--- src/core/ctrc_pkg.sv ---
package ctrc_pkg;
    // ========================================
    // geometry
    localparam int ADDR_W    = 13;
    localparam int TAG_W     = 8;
    localparam int FULL_W    = 21;
    localparam int DEPTH     = 8192;
    localparam int INDEX_LSB = 0;
    localparam int TAG_LSB   = 13;
    // ========================================
    // timing, ns and cycles at 100 ns
    localparam int CLK_NS        = 100;
    localparam int CLEAR_PW_NS   = 45;
    localparam int CLEAR_REC_NS  = 30;
    localparam int POR_NS        = 120;
    localparam int CLEAR_CYC     = (CLEAR_PW_NS + CLK_NS - 1) / CLK_NS;
    localparam int CLEAR_REC_CYC = (CLEAR_REC_NS + CLK_NS - 1) / CLK_NS;
    localparam int POR_CYC       = (POR_NS + CLK_NS - 1) / CLK_NS;
    localparam int CLR_HOLD_CYC  = POR_CYC > CLEAR_CYC ? POR_CYC : CLEAR_CYC;
    localparam logic [3:0] CNT_CLEAR = 4'(CLR_HOLD_CYC);
    localparam logic [3:0] CNT_REC   = 4'(CLEAR_REC_CYC);
    localparam logic [3:0] CNT_ZERO  = 4'h0;
    localparam logic [7:0] TAG_ZERO  = 8'h00;
    localparam logic [12:0] IDX_ZERO = 13'h0000;

    typedef enum logic [1:0] {
        CTRC_OP_LOOKUP,
        CTRC_OP_READ,
        CTRC_OP_WRITE,
        CTRC_OP_CLEAR
    } ctrc_op_e;
endpackage : ctrc_pkg

--- src/core/ctrc_host.sv ---
`timescale 1ns/10ps
`default_nettype none
// Contract
// device stores 8192 words of 8 bits
// low 13 bits index, high 8 compared
// idle strobes compare; mismatch pulls hit low
// equal tag releases hit high
// hit is open-drain with pull-up
// hit lines wire-OR across devices
// two devices cascade for 29 bits; host drives one device with 21-bit addresses
// clear low zeroes every word
// clear releases hit, data undriven
// host clears at power-on and reset
// chip deselected: pins float, hit released
// read drives word, hit released
// write stores data, drivers off
// also usable as plain memory
// strobes inactive on address changes
// select after write enable: outputs float
// no floating inputs during compare
// device answers combinationally from levels
module ctrc_host
    import ctrc_pkg::*;
(
    input  wire logic                        sys_clk,
    input  wire logic                        nrst,
    input  wire logic                        req_valid,
    output logic                             req_ready,
    input  wire ctrc_pkg::ctrc_op_e          req_op,
    input  wire logic [ctrc_pkg::FULL_W-1:0] req_addr,
    input  wire logic [ctrc_pkg::TAG_W-1:0]  req_wdata,
    output logic                             rsp_valid,
    output logic                             rsp_hit,
    output logic      [ctrc_pkg::TAG_W-1:0]  rsp_rdata,
    output logic      [ctrc_pkg::ADDR_W-1:0] index_addr,
    output logic                             chip_sel_n,
    output logic                             write_en_n,
    output logic                             out_en_n,
    output logic                             clear_n,
    input  wire logic [ctrc_pkg::TAG_W-1:0]  tag_data_in,
    output logic      [ctrc_pkg::TAG_W-1:0]  tag_data_out,
    output logic                             tag_data_oe_n,
    input  wire logic                        hit_n_in
);
    import ctrc_pkg::*;

    // ========================================
    // sequencer
    typedef enum logic [2:0] {
        CTRC_ST_INIT, CTRC_ST_IDLE, CTRC_ST_SETUP, CTRC_ST_STROBE,
        CTRC_ST_SAMPLE, CTRC_ST_DONE, CTRC_ST_CLEAR, CTRC_ST_RECOVER
    } ctrc_st_e;

    function automatic logic [ADDR_W-1:0] idx_of(input logic [FULL_W-1:0] a);
        return a[TAG_LSB-1:INDEX_LSB];
    endfunction : idx_of
    function automatic logic [TAG_W-1:0] tag_of(input logic [FULL_W-1:0] a);
        return a[FULL_W-1:TAG_LSB];
    endfunction : tag_of

    ctrc_st_e           st_reg;
    ctrc_op_e           op_reg;
    logic [3:0]         cnt_reg;
    logic [TAG_W-1:0]   wdat_reg;
    logic               drive_en;
    logic [TAG_W-1:0]   drive_val;
    logic [TAG_W-1:0]   rd_sample;
    logic               hit_sample;

    assign req_ready = (st_reg == CTRC_ST_IDLE);

    always_ff @(posedge sys_clk or negedge nrst) begin
        if (!nrst) begin
            st_reg  <= CTRC_ST_INIT;
            cnt_reg <= CNT_ZERO;
        end else begin
            unique case (st_reg)
                CTRC_ST_INIT: begin
                    st_reg  <= CTRC_ST_CLEAR;
                    cnt_reg <= CNT_CLEAR;
                end
                CTRC_ST_IDLE: begin
                    if (req_valid && req_op == CTRC_OP_CLEAR) begin
                        st_reg  <= CTRC_ST_CLEAR;
                        cnt_reg <= CNT_CLEAR;
                    end else if (req_valid) begin
                        st_reg <= CTRC_ST_SETUP;
                    end
                end
                CTRC_ST_SETUP:  st_reg <= CTRC_ST_STROBE;
                CTRC_ST_STROBE: st_reg <= CTRC_ST_SAMPLE;
                CTRC_ST_SAMPLE: st_reg <= CTRC_ST_DONE;
                CTRC_ST_DONE:   st_reg <= CTRC_ST_IDLE;
                CTRC_ST_CLEAR: begin
                    if (cnt_reg <= 4'h1) begin
                        st_reg  <= CTRC_ST_RECOVER;
                        cnt_reg <= CNT_REC;
                    end else begin
                        cnt_reg <= cnt_reg - 4'h1;
                    end
                end
                CTRC_ST_RECOVER: begin
                    if (cnt_reg <= 4'h1) begin
                        st_reg  <= CTRC_ST_IDLE;
                        cnt_reg <= CNT_ZERO;
                    end else begin
                        cnt_reg <= cnt_reg - 4'h1;
                    end
                end
            endcase
        end
    end

    // ========================================
    // request capture; address changes only while strobes idle
    always_ff @(posedge sys_clk or negedge nrst) begin
        if (!nrst) begin
            op_reg     <= CTRC_OP_LOOKUP;
            index_addr <= IDX_ZERO;
            wdat_reg   <= TAG_ZERO;
        end else if (req_ready && req_valid && req_op != CTRC_OP_CLEAR) begin
            op_reg     <= req_op;
            index_addr <= idx_of(req_addr);
            wdat_reg   <= (req_op == CTRC_OP_WRITE) ? req_wdata
                                                    : tag_of(req_addr);
        end
    end

    // ========================================
    // strobes: write enable falls on the same edge as select, output enable kept off for writes
    always_ff @(posedge sys_clk or negedge nrst) begin
        if (!nrst) begin
            chip_sel_n <= 1'b1;
            write_en_n <= 1'b1;
            out_en_n   <= 1'b1;
            clear_n    <= 1'b1;
        end else begin
            clear_n    <= !(st_reg == CTRC_ST_INIT ||
                           (st_reg == CTRC_ST_CLEAR && cnt_reg > 4'h1));
            write_en_n <= !((st_reg == CTRC_ST_SETUP ||
                             st_reg == CTRC_ST_STROBE) &&
                            op_reg == CTRC_OP_WRITE);
            chip_sel_n <= !(st_reg == CTRC_ST_SETUP ||
                            (st_reg == CTRC_ST_STROBE &&
                             op_reg != CTRC_OP_WRITE));
            out_en_n   <= !((st_reg == CTRC_ST_SETUP ||
                             st_reg == CTRC_ST_STROBE) &&
                            op_reg == CTRC_OP_READ);
        end
    end

    // data pins driven for lookup and write, never in read or clear
    always_comb begin
        drive_en  = (st_reg == CTRC_ST_SETUP || st_reg == CTRC_ST_STROBE ||
                     st_reg == CTRC_ST_SAMPLE) &&
                    op_reg != CTRC_OP_READ;
        drive_val = wdat_reg;
    end

    ctrc_pin_drv u_pin (
        .sys_clk      (sys_clk),
        .nrst         (nrst),
        .drive_en     (drive_en),
        .drive_val    (drive_val),
        .tag_data_in  (tag_data_in),
        .hit_in       (hit_n_in),
        .tag_data_out (tag_data_out),
        .tag_data_oe_n(tag_data_oe_n),
        .rd_sample    (rd_sample),
        .hit_sample   (hit_sample)
    );

    // ========================================
    // answer: wired hit line high means every device matched
    always_ff @(posedge sys_clk or negedge nrst) begin
        if (!nrst) begin
            rsp_valid <= 1'b0;
            rsp_hit   <= 1'b0;
            rsp_rdata <= TAG_ZERO;
        end else begin
            rsp_valid <= (st_reg == CTRC_ST_DONE);
            if (st_reg == CTRC_ST_DONE) begin
                rsp_hit   <= (op_reg == CTRC_OP_LOOKUP) && hit_sample;
                rsp_rdata <= rd_sample;
            end
        end
    end
endmodule : ctrc_host
`default_nettype wire

--- src/core/ctrc_pin_drv.sv ---
`timescale 1ns/10ps
`default_nettype none
// ========================================
// pin driver: three-signal split of data, open-drain hit sampling
module ctrc_pin_drv
    import ctrc_pkg::*;
(
    input  wire logic                      sys_clk,
    input  wire logic                      nrst,
    input  wire logic                      drive_en,
    input  wire logic [ctrc_pkg::TAG_W-1:0] drive_val,
    input  wire logic [ctrc_pkg::TAG_W-1:0] tag_data_in,
    input  wire logic                      hit_in,
    output logic      [ctrc_pkg::TAG_W-1:0] tag_data_out,
    output logic                           tag_data_oe_n,
    output logic      [ctrc_pkg::TAG_W-1:0] rd_sample,
    output logic                           hit_sample
);
    import ctrc_pkg::*;
    always_ff @(posedge sys_clk or negedge nrst) begin
        if (!nrst) begin
            tag_data_out  <= TAG_ZERO;
            tag_data_oe_n <= 1'b1;
        end else begin
            tag_data_out  <= drive_val;
            tag_data_oe_n <= !drive_en;
        end
    end
    always_ff @(posedge sys_clk or negedge nrst) begin
        if (!nrst) begin
            rd_sample  <= TAG_ZERO;
            hit_sample <= 1'b0;
        end else begin
            rd_sample  <= tag_data_in;
            hit_sample <= hit_in;
        end
    end
endmodule : ctrc_pin_drv
`default_nettype wire

--- config.mk ---
export PLATFORM = sky130hd
export DESIGN_NAME = ctrc_host
export DESIGN_NICKNAME = d
export VERILOG_FILES = /design/src/core/ctrc_pkg.sv /design/src/core/ctrc_host.sv /design/src/core/ctrc_pin_drv.sv
export SDC_FILE = /design/constraint.sdc
export NUM_CORES = 1
export LEC_CHECK = 0
export BUFFER_PORTS_ARGS = -buffer_cell sky130_fd_sc_hd__clkbuf_2
export CORE_AREA = 2 2 95 97
export DETAILED_ROUTE_END_ITERATION = 6
export DIE_AREA = 0 0 97 99
export PLACE_DENSITY = 0.57
export SYNTH_ARGS = -nofsm -noshare
export SYNTH_HDL_FRONTEND = slang
export SYNTH_SLANG_ARGS = --single-unit
export TNS_END_PERCENT = 30
--- constraint.sdc ---
create_clock -name sys_clk -period 2 [get_ports sys_clk]
set_clock_uncertainty 0.2 [all_clocks]
set_input_delay 0.3 -clock sys_clk [delete_from_list [all_inputs] [get_ports sys_clk]]
set_output_delay 0.3 -clock sys_clk [all_outputs]
set_load 0.03 [all_outputs]
Yosys cells after proc, flatten, opt, wreduce, memory -nomap -nowiden

Index checks and enable logic that the tools add are counted.

Bits of input ports: 43
Bits in registers: 62
Output and inout port bits: 37

$add $sub $neg: 1
Magnitude comparators: 2
Reductions and logical operators: 23
Mux-type cells: 10
Eq/ne operators: 18

Operators with widths:

| kind                                                                             | count |
|---|---|
| 3-bit case mux with 8 select lines                                               | 1 |
| 4-bit case mux with 4 select lines                                               | 1 |
| 3-bit == test, second input constant                                             | 4 |
| 3-bit two-way mux                                                                | 4 |
| 4-bit two-way mux                                                                | 3 |
| 1-bit logical AND                                                                | 9 |
| 8-bit two-way mux                                                                | 1 |
| 2-bit inequality test, second input constant                                     | 4 |
| 2-bit == test, second input constant                                             | 3 |
| 3-bit by 2-bit == test with 1-bit output, second input constant                  | 2 |
| 1-bit logical NOT                                                                | 5 |
| 4-bit by 1-bit > comparator with 1-bit output, second input constant             | 1 |
| 4-bit by 1-bit less-or-equal comparator with 1-bit output, second input constant | 1 |
| 1-bit logical OR                                                                 | 4 |
| 2-bit by 1-bit inequality test with 1-bit output, second input constant          | 2 |
| 4-bit nonzero test                                                               | 1 |
| 4-bit by 1-bit subtractor with 4-bit output, second input constant               | 1 |
| 3-bit by 1-bit == test with 1-bit output, second input constant                  | 1 |
| 3-bit logical NOT                                                                | 1 |
| 3-bit by 2-bit inequality test with 1-bit output, second input constant          | 1 |
| 3-bit AND reduction                                                              | 1 |
| 2-bit by 1-bit == test with 1-bit output, second input constant                  | 1 |
| 2-bit logical NOT                                                                | 1 |
| 2-bit AND reduction                                                              | 1 |

Longest topological paths before layout

Word-level depth: 5
Mapped depth: 6

Hierarchy

A second synthesis with hierarchy kept.

Cells, all modules: 184
Area, all modules: 2464.9 sq um

Modules (own cells, without submodules):

| module       | seq. area each (sq um) | area each (sq um) | times used | cells an instance |
|---|---|---|---|---|
| ctrc_host    | 1106.1                 | 2009.4            | 1          | 165 |
| ctrc_pin_drv | 451.7                  | 455.4             | 1          | 19 |

Least setup slack after synthesis

OpenSTA, ideal clock, no wires.

Path type: reg-to-reg
Start point: register cnt_reg[0]
End point: register cnt_reg[0]
Stages on the path, launching flop included: 7
Slack: 0.304 ns
Arrival: 1.414 ns
Required time: 1.718 ns
Path buffers: 1
Setup time: 0.082 ns
Cells stage by stage: dfrtp_1 > inv_1 > ha_1 > or2_1 > clkbuf_1 > a211o_1 > a31oi_1

Longest elaborated chain between the ends: 3
Elaborated cells on any way between the ends: 5
Classes of those cells: add/sub: 1; order compare: 1; mux: 3

Ends and longest elaborated chain:

| item                                                                                                                     | RTL line                          | source |
|---|---|---|
| start: declaration                                                                                                       | ctrc_host.sv:63                   | `logic [3:0] cnt_reg;` |
| start signal: assignment                                                                                                 | ctrc_host.sv:99                   | `cnt_reg <= cnt_reg - 4'h1;` |
| start signal: assignment                                                                                                 | ctrc_host.sv:107                  | `cnt_reg <= cnt_reg - 4'h1;` |
| 4-bit by 1-bit subtractor with 4-bit output or 4-bit by 1-bit less-or-equal comparator with 1-bit output (tied branches) | -                                 |  |
| 4-bit two-way mux (on tied branches)                                                                                     | ctrc_host.sv:103, ctrc_host.sv:95 |  |
| 4-bit case mux with 4 select lines (*)                                                                                   | ctrc_host.sv:77                   | `unique case (st_reg)` |

Every way passes the cells marked *; elsewhere a longest branch is shown, timed or not.
A chain may end at the register's enable or synchronous reset.

Worst setup path after layout

Start point: register st_reg[0]
End point: output req_ready

Longest elaborated chain between the ends: 1

Ends and longest elaborated chain:

| item                                     | RTL line        | source |
|---|---|---|
| start: declaration                       | ctrc_host.sv:61 | `ctrc_st_e st_reg;` |
| start signal: assignment                 | ctrc_host.sv:74 | `st_reg <= CTRC_ST_INIT;` |
| start signal: assignment                 | ctrc_host.sv:79 | `st_reg <= CTRC_ST_CLEAR;` |
| start signal: assignment                 | ctrc_host.sv:84 | `st_reg <= CTRC_ST_CLEAR;` |
| 3-bit by 1-bit == test with 1-bit output | ctrc_host.sv:70 | `assign req_ready = (st_reg == CTRC_ST_IDLE);` |
| end: declaration                         | ctrc_host.sv:28 | `output logic req_ready,` |

No other way between the ends.

==> reports/results.txt <==
Placed insts - 354
Root buf cell - clkbuf_8
Synth warn - 0
Clk slew on worst S/H paths - 0.06 ns
# DRC - 0
Critical Path RT - 1.50 ns
Number of flops mapped to enable cells by yosys - 0
Starting Density - 29.4%
Final TNS setup - 0 ns
TritonCTS clock tree - done
GP Congestion - 0.754
Peak VDD IR - 0.398 mV
Longest Clk Path Bufs - 2
Setup bufs post-CTS - 0
Worst setup SP type - flop
HP Start - req_wdata[4]
DRT Pass-1 Iters - 4
RSZ-0062 raised after global routing - false
Post-route cell area - 3450 um^2
P&R area growth vs syn - 37.3%
Core area - 8550 um^2
Post-CTS Resized - 0
Least-Margin Pin Slew - 0.546 ns
Placed Instance Area - 3040 um^2
Crit Path Max Fanout - 8
First-pass GRT wire length - 8.08 mm
Drt total wl - 4.93 mm
Nets - 325
Design Power - 5.41 mW
Clock Latency Late Sink - 0.33 ns
Post-synthesis cell count - 169
Remaining Overflow, GRT - 0
Yosys reg bits - 62
Crit path from - st_reg[0]
Commonest non-fill, non-tap cell in the layout - clkbuf_2
Via count - 1678
Core Rows - 34
Most used DFF post-synth - dfrtp_1
Ratio of final minimum period to clock period - 94.5%
Seq/Total Area, Yosys - 62.0%
Die W - 97 um
# clock sinks - 62
Mapped Nets - 214
Hold Crit Class - in -> reg
FFs w/ async S/R, synth - 100%
Fmax - 529 MHz
Biggest register - index_addr
Most frequent cells in the layout - 78 x clkbuf_2, 57 x dfrtp_1, 23 x dlygate4sd3_1, 19 x mux2_4, 18 x mux2_2
Initial antenna violation count - 0
Share of cells above drive strength 1 - 50.2%
Hold Fails Final Rpt - 0
GR Util met3 - 3.76%
Non-Filler Instances - 393
Leakage - 1.65 nW
Num CTS Buffers - 9
Worst slew margin - 63.5%
Port buffer count - 79
Worst Setup Path Type - reg -> out
Grt met2 use - 15.8%
Die height - 99 um
Global Route Usage Sum - 10.9%
Syn_area_per_cell - 14.9 um^2
H-tree lvl count - 3
Setup violators final - 0
Synthesized cell area - 2510 um^2
Wire length per cell - 12.5 um
Largest register FFs - 13
DR vias/cell - 4.27
Arr. time, crit path - 1.39 ns
Largest net degree at the start of global routing - 49
I/O pin count - 80
Status - complete, no violations
Pwr/cell area - 1570 nW/um^2
Max-slew violations - 0
Hpwl dp - 3.37 mm
Post-DRT Antenna Nets - 0
RR Startpoint - st_reg[1]
Library cells used by synthesis - 39
GR Util met1 - 14.4%
# diodes - 0
Initial DRC count - 35
Final min period - 1.89 ns
Vias in the first global route - 1663
GRT Max-Usage Layer - met2
Critical Path Sink Type - primary output
Maxcap violations - 0
Die Area - 9600 um^2
## critical path, cell delays in order (launching register included)
cell and delay (ns):
dfrtp_1 0.51, buf_4 0.20, and3_1 0.15, clkbuf_2 0.20
## area by class of cell
type | instances | area [um^2]
clock buffers | 14 | 163
well taps | 108 | 135
inverters | 6 | 22.5
flip-flops and latches | 62 | 1560
repair buffers | 108 | 696
fillers | 820 | 5100
multi-input cells | 93 | 863
clock inverters | 2 | 10.0
## cells by family (layout without fill, tap and decap cells)
logic type	count (synthesis)	after routing	synth area share [%]
AO/OA/AOI/OAI	21	21	6.43
adder cells (fa/ha/maj)	2	2	0.996
buffers and inverters	14	130	3.59
flip-flops	62	62	62.0
multiplexers	37	37	19.4
AND/OR/NAND/NOR	33	33	7.52
## per-layer routing
metal  wire (um)  share of wire, %  vias up
li1            -                 -      816
met1        2380                48      798
met2        2150                44       57
met3         330               6.7        7
met4          64               1.3        0
met5           0                 0        -
## power by group
part | switching, mW | internal, mW
clock network | 0.439 | 0.515
logic | 1.39 | 0.965
registers | 0.307 | 1.80
total | 2.13 | 3.28
## repair_timing
action	4_1_cts	5_1_grt
setup endpoints to repair	0	0
hold buffers	23	0
endpoints found under the hold margin	36	0
## synthesized netlist by cell type, types with 2 or more instances
cell,instances,area (um^2)
buf_6,3,33.8
mux2_2,18,203
mux2_4,19,285
ha_1,2,25.0
o22ai_1,2,12.5
a31oi_1,2,12.5
dfrtp_1,57,1430
inv_1,6,22.5
nor2b_1,5,31.3
nor2_1,7,26.3
nand2_1,9,33.8
a21oi_1,3,15.0
dfstp_2,5,131
o21ai_0,2,10.0
nand3b_1,2,15.0
buf_2,3,15.0
nand3_1,2,10.0
## metrics by stage
step / util [%] / hold WS (ns) / setup WS [ns]
4_1_cts: 40.3 / 0.105 / 0.0743
6_report: 40.3 / 0.123 / 0.110
3_5_place_dp: 35.6 / 0.0448 / 0.236
5_1_grt: 40.3 / 0.114 / 0.0351
3_3_place_gp: 35.6 / 0.0401 / 0.260
2_1_floorplan: - / -0.196 / 0.304
## path summary, 6_finish.rpt
| path | to | slack [ns] | cells past startpoint |
|---|---|---|---|
| setup reg to reg | index_addr[5] | 0.24 | 4 |
| max in group asynchronous | write_en_n | 0.75 | 3 |
| hold reg to reg | u_pin.tag_data_out[2] | 0.18 | 0 |
| setup / recovery | req_ready | 0.11 | 3 |
| hold / removal | drive_val[4] | 0.12 | 3 |
| min in group asynchronous | u_pin.rd_sample[1] | 0.22 | 2 |
No activity file was read; power rests on OpenSTA's default activity.
